## config.mk

```make
export PLATFORM = sky130hd
export DESIGN_NAME = charger_ctrl_status_regs
export DESIGN_NICKNAME = d
export VERILOG_FILES = /design/src/core/charger_regs_pkg.sv /design/src/core/timer_link_if.sv /design/src/core/watchdog_timer.sv /design/src/core/safety_tick_div.sv /design/src/core/charger_ctrl_status_regs.sv
export SDC_FILE = /design/constraint.sdc
export NUM_CORES = 1
export LEC_CHECK = 0
export BUFFER_PORTS_ARGS = -buffer_cell sky130_fd_sc_hd__buf_2
export CAP_MARGIN = 5
export CORE_MARGIN = 2
export CORE_UTILIZATION = 39
export DETAILED_ROUTE_END_ITERATION = 16
export PLACE_DENSITY = 0.57
export REMOVE_ABC_BUFFERS = 1
export SLEW_MARGIN = 30
export SYNTH_ARGS = -nofsm -noshare
export SYNTH_HDL_FRONTEND = slang
export SYNTH_SLANG_ARGS = --single-unit
```

## constraint.sdc

```tcl
create_clock -name clock -period 2.4 [get_ports clock]
set_input_delay 0.12 -clock clock [delete_from_list [all_inputs] [get_ports clock]]
set_output_delay 0.12 -clock clock [all_outputs]
set_load 0.005 [all_outputs]
```

## src/core/charger_regs_pkg.sv

```systemverilog
// Register map, field layout, reset values and timing constants of the charger control bank
`default_nettype none
package charger_regs_pkg;

  // Register offsets
  localparam logic [7:0] CTRL_IRQ_ADDR   = 8'h06;
  localparam logic [7:0] THERM_VSYS_ADDR = 8'h07;
  localparam logic [7:0] STATE_ILIM_ADDR = 8'h08;
  localparam logic [7:0] FAULT_SHIP_ADDR = 8'h09;

  // Power-on values
  localparam logic [7:0] CTRL_IRQ_RST    = 8'hc0;
  localparam logic [7:0] THERM_VSYS_RST  = 8'h37;
  localparam logic [7:0] STATE_ILIM_RST  = 8'h00;
  localparam logic [7:0] FAULT_SHIP_RST  = 8'h00;
  localparam logic [7:0] UNMAPPED_DATA   = 8'h00;

  // Control register 0x06 fields
  localparam int THERM_MON_BIT  = 7;
  localparam int SLOWDOWN_BIT   = 6;
  localparam int PASS_OFF_BIT   = 5;
  localparam int MASK_MSB       = 4;

  // Register 0x07 fields
  localparam int BOARD_OT_BIT   = 7;
  localparam int VLOOP_BIT      = 6;
  localparam int THRESH_MSB     = 5;
  localparam int THRESH_LSB     = 4;
  localparam int VSYS_MSB       = 3;

  // Register 0x08 fields
  localparam int WD_FLAG_BIT    = 7;
  localparam int ILIM_REL_BIT   = 6;
  localparam int ILIM_BOOST_BIT = 5;

  // Register 0x09 fields
  localparam int SHIP_MSB       = 7;
  localparam int SHIP_LSB       = 6;

  // Charge phase codes
  localparam logic [1:0] PHASE_DONE = 2'h3;

  // Watchdog timing: one unit is the shortest period, longer periods are multiples
  localparam longint unsigned CLK_HZ        = 40_000_000;
  localparam longint unsigned WD_UNIT_S     = 40;
  localparam longint unsigned WD_UNIT_CYCLES = WD_UNIT_S * CLK_HZ;
  localparam logic [1:0] WD_OFF = 2'h0;

endpackage
`default_nettype wire

```

## src/core/timer_link_if.sv

```systemverilog
// Signals between the register bank and its watchdog and safety timer helpers
`timescale 1ns/100ps
`default_nettype none
interface timer_link_if;
  logic [1:0] wd_period;
  logic       wd_kick;
  logic       wd_expire;
  logic       tick_in;
  logic       slow_en;
  logic       tick_out;

  modport core   (output wd_period, wd_kick, tick_in, slow_en, input wd_expire, tick_out);
  modport wdog   (input wd_period, wd_kick, output wd_expire);
  modport safety (input tick_in, slow_en, output tick_out);
endinterface
`default_nettype wire

```

## src/core/watchdog_timer.sv

```systemverilog
// Host watchdog: expires when no register access arrives within the selected period
`timescale 1ns/100ps
`default_nettype none
module watchdog_timer #(
  parameter int unsigned UNIT_CYCLES = 32'(charger_regs_pkg::WD_UNIT_CYCLES)
) (
  input  wire logic    clock,
  input  wire logic    sys_rst,
  timer_link_if.wdog   link
);

  logic [31:0] pre_r;
  logic [2:0]  units_r;
  logic [2:0]  units_needed;

  ////////////////////////////////////////////////////////////////////////////
  // Period select: 01, 10, 11 give one, two, four units
  always_comb
  begin
    case (link.wd_period)
      2'h1:    units_needed = 3'h1;
      2'h2:    units_needed = 3'h2;
      2'h3:    units_needed = 3'h4;
      default: units_needed = 3'h0;
    endcase
  end

  // Unit prescaler and unit counter, cleared by any access or when disabled
  always_ff @(posedge clock or posedge sys_rst)
  begin
    if (sys_rst)
    begin
      pre_r     <= 32'h0;
      units_r   <= 3'h0;
      link.wd_expire <= 1'b0;
    end
    else
    begin
      link.wd_expire <= 1'b0;
      if (link.wd_kick || link.wd_period == charger_regs_pkg::WD_OFF)
      begin
        pre_r   <= 32'h0;
        units_r <= 3'h0;
      end
      else if (pre_r == UNIT_CYCLES - 32'h1)
      begin
        pre_r <= 32'h0;
        if (units_r + 3'h1 == units_needed)
        begin
          units_r        <= 3'h0;
          link.wd_expire <= 1'b1;
        end
        else
          units_r <= units_r + 3'h1;
      end
      else
        pre_r <= pre_r + 32'h1;
    end
  end

endmodule
`default_nettype wire

```

## src/core/safety_tick_div.sv

```systemverilog
// Safety timer tick: passes every tick, or every second one when slowed down
`timescale 1ns/100ps
`default_nettype none
module safety_tick_div (
  input  wire logic    clock,
  input  wire logic    sys_rst,
  timer_link_if.safety link
);

  logic skip_r;

  ////////////////////////////////////////////////////////////////////////////
  // Half rate drops alternate ticks
  always_ff @(posedge clock or posedge sys_rst)
  begin
    if (sys_rst)
    begin
      skip_r        <= 1'b0;
      link.tick_out <= 1'b0;
    end
    else
    begin
      link.tick_out <= link.tick_in && !(link.slow_en && skip_r);
      if (link.tick_in)
        skip_r <= link.slow_en ? !skip_r : 1'b0;
    end
  end

endmodule
`default_nettype wire

```

## src/core/charger_ctrl_status_regs.sv

```systemverilog
// Charger control, interrupt mask and status registers at offsets 0x06 to 0x09
`timescale 1ns/100ps
`default_nettype none
// Functional notes
// - 0x06 powers up 0xc0; defaults reset all of it, watchdog all but pass-switch bit.
// - Bit 7 of 0x06 enables thermistor monitoring, default on.
// - Bit 6 of 0x06 halves safety timer rate during power path management.
// - Bit 5 of 0x06 turns battery pass switch off; default on.
// - Bits 4..0 of 0x06 mask good, done, phase, thermistor, overvoltage interrupts.
// - Phase moves among idle, pre-charge, charge raise an unmasked interrupt.
// - 0x07 powers up 0x37; bits 7, 6 disable board protection, voltage loop.
// - Bits 5..4 of 0x07 pick thermal threshold 60 to 120 C, default 11.
// - Bits 3..0 of 0x07 set system voltage, default 0111, defaults reset only.
// - Bit 7 of 0x08 reads 1 after watchdog expiry, 0 after power-on.
// - Bit 6 of 0x08 releases input limit; defaults or watchdog reset it.
// - Bit 5 of 0x08 adds 200 mA to the input limit.
// - Bits 4..3 of 0x08 report charge phase, default not charging.
// - Bit 2 of 0x08 shows power path management active.
// - Bits 1, 0 of 0x08 show input good and thermal regulation.
// - Bits 7..6 of 0x09 pick ship entry delay 1 to 8 s, defaults reset only.
// - Bit 5 of 0x09 shows an input fault.
// - Bit 4 of 0x09 shows thermal shutdown.
// - Bits 3, 2 of 0x09 show battery overvoltage and safety timer expiry.
// - Bits 1, 0 of 0x09 show thermistor hot and cold.
// - Watchdog period 00 off, else 40, 80, 160 s; expiry resets fields.
module charger_ctrl_status_regs #(
  parameter int unsigned WD_UNIT_CYCLES = 32'(charger_regs_pkg::WD_UNIT_CYCLES)
) (
  input  wire logic       clock,
  input  wire logic       sys_rst,
  input  wire logic [7:0] reg_addr,
  input  wire logic [7:0] reg_wdata,
  input  wire logic       reg_wr,
  input  wire logic       reg_rd,
  output logic      [7:0] reg_rdata,
  input  wire logic       reg_defaults_rst,
  input  wire logic [1:0] wd_period,
  input  wire logic       charge_timer_tick,
  input  wire logic [1:0] charge_phase,
  input  wire logic       path_management_flag,
  input  wire logic       input_good_flag,
  input  wire logic       thermal_regulation_flag,
  input  wire logic       input_fault_flag,
  input  wire logic       overheat_shutdown_flag,
  input  wire logic       battery_overvoltage_flag,
  input  wire logic       safety_timer_expired_flag,
  input  wire logic [1:0] thermistor_fault_flags,
  output logic            thermistor_monitor_en,
  output logic            timer_slowdown_en,
  output logic            pass_switch_off,
  output logic            board_overtemp_disable,
  output logic            input_voltage_loop_disable,
  output logic      [1:0] thermal_threshold,
  output logic      [3:0] system_voltage_target,
  output logic            input_limit_release,
  output logic            input_limit_boost,
  output logic      [1:0] ship_entry_delay,
  output logic            safety_tick,
  output logic            watchdog_expired_flag,
  output logic            irq_pulse
);

  logic [7:0] ctrl_r;
  logic [7:0] therm_r;
  logic [1:0] ilim_r;
  logic [1:0] ship_r;
  logic       wd_flag_r;
  logic [4:0] state_r;
  logic [5:0] fault_r;
  logic [7:0] rdata_r;
  logic       irq_r;
  logic       wd_hit;
  logic       wr_ctrl;
  logic       wr_therm;
  logic       wr_state;
  logic       wr_fault;
  logic [4:0] irq_events;

  timer_link_if link ();

  ////////////////////////////////////////////////////////////////////////////
  // Helper timers
  watchdog_timer #(
    .UNIT_CYCLES (WD_UNIT_CYCLES)
  ) u_watchdog (
    .clock   (clock),
    .sys_rst (sys_rst),
    .link    (link.wdog)
  );

  safety_tick_div u_safety (
    .clock   (clock),
    .sys_rst (sys_rst),
    .link    (link.safety)
  );

  // Any register access keeps the watchdog quiet
  assign link.wd_period = wd_period;
  assign link.wd_kick   = reg_wr || reg_rd;
  assign link.tick_in   = charge_timer_tick;
  assign link.slow_en   = ctrl_r[charger_regs_pkg::SLOWDOWN_BIT] && path_management_flag;
  assign wd_hit         = link.wd_expire && !reg_defaults_rst;
  assign safety_tick    = link.tick_out;

  ////////////////////////////////////////////////////////////////////////////
  // Address decode for writes
  function automatic logic hit(input logic [7:0] a, input logic [7:0] target);
    hit = (a == target);
  endfunction

  assign wr_ctrl  = reg_wr && hit(reg_addr, charger_regs_pkg::CTRL_IRQ_ADDR);
  assign wr_therm = reg_wr && hit(reg_addr, charger_regs_pkg::THERM_VSYS_ADDR);
  assign wr_state = reg_wr && hit(reg_addr, charger_regs_pkg::STATE_ILIM_ADDR);
  assign wr_fault = reg_wr && hit(reg_addr, charger_regs_pkg::FAULT_SHIP_ADDR);

  ////////////////////////////////////////////////////////////////////////////
  // Control and interrupt mask register; pass-switch bit survives the watchdog
  always_ff @(posedge clock or posedge sys_rst)
  begin
    if (sys_rst)
      ctrl_r <= charger_regs_pkg::CTRL_IRQ_RST;
    else if (reg_defaults_rst)
      ctrl_r <= charger_regs_pkg::CTRL_IRQ_RST;
    else if (wd_hit)
    begin
      ctrl_r <= charger_regs_pkg::CTRL_IRQ_RST;
      ctrl_r[charger_regs_pkg::PASS_OFF_BIT] <= ctrl_r[charger_regs_pkg::PASS_OFF_BIT];
    end
    else if (wr_ctrl)
      ctrl_r <= reg_wdata;
  end

  // Thermal and system voltage register; voltage target survives the watchdog
  always_ff @(posedge clock or posedge sys_rst)
  begin
    if (sys_rst)
      therm_r <= charger_regs_pkg::THERM_VSYS_RST;
    else if (reg_defaults_rst)
      therm_r <= charger_regs_pkg::THERM_VSYS_RST;
    else if (wd_hit)
      therm_r[7:4] <= charger_regs_pkg::THERM_VSYS_RST[7:4];
    else if (wr_therm)
      therm_r <= reg_wdata;
  end

  // Input limit tweaks and ship delay; status bits of the same words ignore writes
  always_ff @(posedge clock or posedge sys_rst)
  begin
    if (sys_rst)
    begin
      ilim_r <= 2'h0;
      ship_r <= 2'h0;
    end
    else
    begin
      if (reg_defaults_rst || wd_hit)
        ilim_r <= 2'h0;
      else if (wr_state)
        ilim_r <= reg_wdata[charger_regs_pkg::ILIM_REL_BIT:charger_regs_pkg::ILIM_BOOST_BIT];
      if (reg_defaults_rst)
        ship_r <= 2'h0;
      else if (wr_fault)
        ship_r <= reg_wdata[charger_regs_pkg::SHIP_MSB:charger_regs_pkg::SHIP_LSB];
    end
  end

  // Watchdog flag: set on expiry, cleared by reading 0x08; expiry wins
  always_ff @(posedge clock or posedge sys_rst)
  begin
    if (sys_rst)
      wd_flag_r <= 1'b0;
    else if (link.wd_expire)
      wd_flag_r <= 1'b1;
    else if (reg_rd && hit(reg_addr, charger_regs_pkg::STATE_ILIM_ADDR))
      wd_flag_r <= 1'b0;
  end

  ////////////////////////////////////////////////////////////////////////////
  // Status sampled from the charger every cycle, never from the host
  always_ff @(posedge clock or posedge sys_rst)
  begin
    if (sys_rst)
    begin
      state_r <= 5'h0;
      fault_r <= 6'h0;
    end
    else
    begin
      state_r <= {charge_phase, path_management_flag, input_good_flag, thermal_regulation_flag};
      fault_r <= {input_fault_flag, overheat_shutdown_flag, battery_overvoltage_flag,
                  safety_timer_expired_flag, thermistor_fault_flags};
    end
  end

  ////////////////////////////////////////////////////////////////////////////
  // Interrupt events: good, done, phase, thermistor, battery overvoltage
  always_comb
  begin
    irq_events[4] = input_good_flag != state_r[1];
    irq_events[3] = charge_phase == charger_regs_pkg::PHASE_DONE
                    && state_r[4:3] != charger_regs_pkg::PHASE_DONE;
    irq_events[2] = charge_phase != state_r[4:3] && charge_phase != charger_regs_pkg::PHASE_DONE
                    && state_r[4:3] != charger_regs_pkg::PHASE_DONE;
    irq_events[1] = thermistor_fault_flags != fault_r[1:0];
    irq_events[0] = battery_overvoltage_flag && !fault_r[3];
  end

  // Masked events merge into a one-cycle pulse
  always_ff @(posedge clock or posedge sys_rst)
  begin
    if (sys_rst)
      irq_r <= 1'b0;
    else
      irq_r <= |(irq_events & ~ctrl_r[charger_regs_pkg::MASK_MSB:0]);
  end

  ////////////////////////////////////////////////////////////////////////////
  // Read data, registered; unmapped offsets read zero
  always_ff @(posedge clock or posedge sys_rst)
  begin
    if (sys_rst)
      rdata_r <= 8'h00;
    else if (reg_rd)
    begin
      case (reg_addr)
        charger_regs_pkg::CTRL_IRQ_ADDR:   rdata_r <= ctrl_r;
        charger_regs_pkg::THERM_VSYS_ADDR: rdata_r <= therm_r;
        charger_regs_pkg::STATE_ILIM_ADDR: rdata_r <= {wd_flag_r, ilim_r, state_r};
        charger_regs_pkg::FAULT_SHIP_ADDR: rdata_r <= {ship_r, fault_r};
        default:                           rdata_r <= charger_regs_pkg::UNMAPPED_DATA;
      endcase
    end
  end

  // Field outputs
  assign reg_rdata                  = rdata_r;
  assign thermistor_monitor_en      = ctrl_r[charger_regs_pkg::THERM_MON_BIT];
  assign timer_slowdown_en          = ctrl_r[charger_regs_pkg::SLOWDOWN_BIT];
  assign pass_switch_off            = ctrl_r[charger_regs_pkg::PASS_OFF_BIT];
  assign board_overtemp_disable     = therm_r[charger_regs_pkg::BOARD_OT_BIT];
  assign input_voltage_loop_disable = therm_r[charger_regs_pkg::VLOOP_BIT];
  assign thermal_threshold          = therm_r[charger_regs_pkg::THRESH_MSB:charger_regs_pkg::THRESH_LSB];
  assign system_voltage_target      = therm_r[charger_regs_pkg::VSYS_MSB:0];
  assign input_limit_release        = ilim_r[1];
  assign input_limit_boost          = ilim_r[0];
  assign ship_entry_delay           = ship_r;
  assign watchdog_expired_flag      = wd_flag_r;
  assign irq_pulse                  = irq_r;
endmodule
`default_nettype wire

```

# [Yosys cells after proc, flatten, opt, wreduce, memory -nomap -nowiden]
# Index checks and enable logic that the tools add are counted.
[word_totals] reg_bits=79
[op_classes] bitwise=2 n_eq_ne=16 n_mux=24 n_reduce_logical=32 addsub=2
[ops] cell="$mux W32" n=2
[ops] cell="$mux W8" n=5
[ops] cell="$add A32 B1 Y32 const B" n=1
[ops] cell="$eq A32 B31 Y1 const B" n=1
[ops] cell="$pmux W8 S4" n=1
[ops] cell="$eq A8 B3 Y1 const B" n=2
[ops] cell="$eq A8 B4 Y1 const B" n=2
[ops] cell="$logic_and A1 B1 Y1" n=13
[ops] cell="$reduce_bool A2 Y1" n=6
[ops] cell="$mux W3" n=3
[ops] cell="$pmux W3 S3" n=1
[ops] cell="$mux W2" n=4
[ops] cell="$mux W4" n=2
[ops] cell="$eq A2 B2 Y1 const B" n=3
[ops] cell="$mux W1" n=6
[ops] cell="$ne A2 B2 Y1 const B" n=3
[ops] cell="$reduce_bool A3 Y1" n=2
[ops] cell="$and A5 B5 Y5" n=1
[ops] cell="$not A5 Y5" n=1
[ops] cell="$reduce_or A5 Y1" n=1
[ops] cell="$logic_not A1 Y1" n=4
[ops] cell="$ne A2 B2 Y1" n=2
[ops] cell="$reduce_and A2 Y1" n=2
[ops] cell="$add A3 B1 Y3 const B" n=1
[ops] cell="other kinds (5)" n=7

# [Depth between registers and ports, before layout]
[depth] word_depth=6 depth_mapped=8 mapped_depth_nobuf=6

# [By module]
# Synthesis repeated with hierarchy kept, for this count alone.
[hier_totals] hier_cells=401 area_unflattened_um2=3990.1
[by_module_without_submodules] module="watchdog_timer" seq_area_each_um2=900.9 instances=1 area_each_um2=1976.9 cells_per_inst=207
[by_module_without_submodules] module="charger_ctrl_status_regs" seq_area_each_um2=1034.7 instances=1 area_each_um2=1938.1 cells_per_inst=188
[by_module_without_submodules] module="safety_tick_div" seq_area_each_um2=50.0 instances=1 area_each_um2=75.1 cells_per_inst=6

# [Worst setup path after synthesis]
# No wires, ideal clock.
[synth_timing] path_kind="flip-flop to flip-flop" startpoint="register u_watchdog.pre_r[0]" endpoint="register u_watchdog.units_r[1]" path_slack_ns=0.415 setup_time_ns=0.078 period_less_slack_ns=1.985 stages_incl_launch_ff=8 required_ns=2.322 arrival_time_ns=1.907 path_buffers=1 path_cell_list="dfrtp_1 ha_1 nand3_2 or4_4 buf_6 nor4_4 o311ai_1 a21oi_1"
[synth_between] elab_chain_cells=2
[synth_rtl] item="start: declaration" line_no="watchdog_timer.sv:12" source="logic [31:0] pre_r;"
[synth_rtl] item="start signal: assignment" line_no="watchdog_timer.sv:57" source="pre_r <= pre_r + 32'h1;"
[synth_rtl] item="$eq A32 B31 Y1" line_no="watchdog_timer.sv:45" source="else if (pre_r == UNIT_CYCLES - 32'h1)"
[synth_rtl] item="$reduce_bool A2 Y1 (no source line)"
[synth_rtl] item="end signal: assignment" line_no="watchdog_timer.sv:54" source="units_r <= units_r + 3'h1;"
[synth_rtl] item="end: declaration" line_no="watchdog_timer.sv:13" source="logic [2:0] units_r;"
# Every way passes these cells.
# A chain may end at the register's enable or synchronous reset.

# [Final worst setup path]
[layout_timing] startpoint="register u_watchdog.pre_r[13]" endpoint="register u_watchdog.pre_r[30]"
[layout_between] elab_chain_cells=3 elab_cells_between_ends=4 cone_classes="1 x add/sub; 1 x eq/ne; 2 x mux"
[layout_rtl] item="$add A32 B1 Y32 / $eq A32 B31 Y1 (equally long branches)" line_no="watchdog_timer.sv:57, watchdog_timer.sv:45"
[layout_rtl] item="$mux W32 *" line_no="watchdog_timer.sv:45"
[layout_rtl] item="$mux W32 *" line_no="watchdog_timer.sv:40" source="if (link.wd_kick || link.wd_period == charger_regs_pkg::WD_OFF)"
# Every way passes the cells marked *; elsewhere a longest branch is shown, timed or not.

==> flow_summary.toml <==
[run_status]
status = "finished, final reports clean"

[final_layout]
syn_to_final_growth_pct = 23.1
drive_above_1_share = 0.236
fin_area_um2 = 4740
fin_cells = 591
antennaDiodeCount = 0
num-nets-final = 490
fin_util = 0.490

[synth]
syn_inst = 367
syn_area_um2 = 3850
syn_avg_cell_area_um2 = 10.5
synth_edf_count = 0
ys_warn_count = 0
ys_seq_area_frac = 0.516
synth_cell_types = 56
synth-seq-cells = 79
synthArstFlopShare = 1.00
synth_ff_type = "dfrtp_1"

[setup_path]
cpPeakStageDelay_ns = 0.58
worstRegToRegCells = 5
cp_num_buf_inv = 1
regToRegEndpoint = "u_watchdog.pre_r[30]"
critPathCaptureType = "flop"
cp-start-kind = "flop"
critPathRequiredTime_ns = 2.65
crit_chain = "or4b_1 > or4_1 > o21ai_4 > buf_12 > nor2_1"
crit_slowest_cell = "or4_1"
cp.arrival_ns = 2.38
rrSetupSlack_ns = 0.27
criticalPathCategory = "flop to flop"
path_max_fanout = 23
crit_family = "simple AND/OR/NAND/NOR gates"
regToRegStartpoint = "u_watchdog.pre_r[13]"

[hold_path]
min_to = "therm_r[3]"
min_from = "reg_wdata[3]"
min_path_cells = 3
hold_path.class = "primary input to flop"

[clock_network]
clock_sinks = 79
cts_root_buf = "clkbuf_8"
clkTransAtPathRegs_ns = 0.08
ctsResizeCount = 0
cts_tree = "done"
post_cts.repair.setup_buffers = 0
cts_buffers = 9
h-tree-depth = 3
clock_latency_ns = 0.36
clockBufferDepth = 2

[die]
die_h_um = 103
die_w_um = 103
core-area_um2 = 9680
placementRows = 36
start_util = 0.398
ioPinCount = 61
fp.dieArea_um2 = 10700

[grt]
grt_first_pass_wirelength_um = 14400
grt_max_degree = 50
grt_pass1_vias = 3022
antenna_found_initial = 0
grt_usage = 0.177
grt_overflow = 0

[sta]
maxSlewHeadroom = 0.576
skew_ns = 0.0117
clock.fmax_mhz = 469
timing.final.crit_share = 0.889
fin_crit_ns = 2.13
final.setup.tns_ns = 0
finalSetupViolations = 0
rsz0062_at_grt = "false"
tightest_slew_ns = 0.634
drv_slew = 0
finalHoldViolCount = 0

[power]
cellPowerDensity_nw_per_um2 = 533
p_leak_nw = 2.03
total_power_mw = 2.53
vdd_ir_drop_max_uv = 460

[placed_design]
place_congestion = 0.840
dp.cells = 557
post_dp_cell_area_um2 = 4360
dp_hpwl_um = 6220
io_buffers = 60

[detailed_routing]
drcViolationCount = 0
vias = 3052
drt_first_pass_iters = 5
vias_per_cell = 5.16
drtIter0Drc = 123
ant_nets = 0
wl_um = 8840
wl_per_cell_um = 15.0

[flow_run]
max-cap-violations = 0
worst max path at each step:
stage	start	endpoint	cells after the start
finish	u_watchdog.pre_r[13]	u_watchdog.pre_r[30]	5
global route	u_watchdog.pre_r[0]	u_watchdog.units_r[1]	6
CTS	u_watchdog.pre_r[0]	u_watchdog.units_r[1]	6
detailed placement	u_watchdog.pre_r[0]	u_watchdog.units_r[1]	6
global placement	u_watchdog.pre_r[13]	u_watchdog.pre_r[17]	5
floorplan	sys_rst	ctrl_r[0]	1
Yosys cell counts (7+ instances only):
library cell	number	area (um^2)
a22oi_1	12	90.1
clkbuf_1	10	37.5
dfrtp_1	72	1800
dfstp_2	7	184
inv_1	14	52.6
mux2i_1	19	190
nand2_1	19	71.3
nand3_1	12	60.1
nand4_1	14	87.6
nor2_1	54	203
xnor2_1	10	87.6
xor2_1	22	193
tightest hold or removal path: cells and delay by family:
family / cells / cell delay [ns]
buffers and inverters: 1 / 0.09
AND/OR/NAND/NOR: 1 / 0.08
multiplexers: 1 / 0.06
repair_timing:
item                                    4_1_cts  5_1_grt
endpoints found under the setup margin        0        0
hold buffers                                 18        0
hold endpoints to repair                     45        0
stage by stage:
| stage | setup slack [ns] | hold WS (ns) |
|---|---|---|
| 2_1_floorplan | 0.268 | 0.151 |
| 3_3_place_gp | 0.322 | 0.182 |
| 3_5_place_dp | 0.266 | 0.183 |
| 4_1_cts | 0.252 | 0.00287 |
| 5_1_grt | 0.0851 | 0.0148 |
| 6_report | 0.267 | 0.0299 |
cells in the final DEF (no fill, tap or decap), types with 10 or more instances in the layout:
cell / instances
dlygate4sd3_1: 18
dfrtp_1: 72
nor2_1: 54
nand4_1: 14
mux2i_1: 19
inv_1: 13
nand2_1: 19
clkbuf_8: 10
nand3_1: 12
buf_2: 60
buf_4: 11
xor2_1: 22
a22oi_1: 12
xnor2_1: 10
power breakdown:
part,switching [mW],internal [mW]
clock,0.491,0.509
sequential,0.00988,1.35
combinational,0.0960,0.0740
total,0.597,1.93
registers in the layout (all words and copies together) (netlist names):
signal	cells
ctrl_r	8
u_watchdog.link.wd_expire	1
ilim_r	2
u_watchdog.pre_r	32
u_watchdog.units_r	3
reg_rdata	8
ship_entry_delay	2
irq_pulse	1
fault_r	6
u_safety.skip_r	1
state_r	5
therm_r	8
u_safety.link.tick_out	1
watchdog_expired_flag	1
cells by family after synthesis:
family,count (synthesis),share of synthesized area
mux,19,0.0494
compound gates,56,0.108
fa+ha+maj,2,0.00650
buf+inv,30,0.0357
flops,79,0.516
xor+xnor,32,0.0728
simple gates,149,0.212
layer usage:
| metal | GRT usage | share of wire | vias up | wire length [um] |
|---|---|---|---|---|
| met5 | 0 | 0 | - | 0 |
| met4 | 0.0536 | 0.015 | 0 | 129 |
| met3 | 0.0605 | 0.052 | 12 | 462 |
| met2 | 0.290 | 0.47 | 84 | 4170 |
| met1 | 0.220 | 0.46 | 1465 | 4080 |
| li1 | - | - | 1491 | - |
cell type report:
class	instances	area, um^2
inverters	14	53.8
fillers	877	4940
flip-flops and latches	79	1990
well taps	133	166
multi-input cells	258	1730
clock buffers	11	141
repair buffers	91	603
clock inverters	5	58.8
No activity file was read; power rests on OpenSTA's default activity.
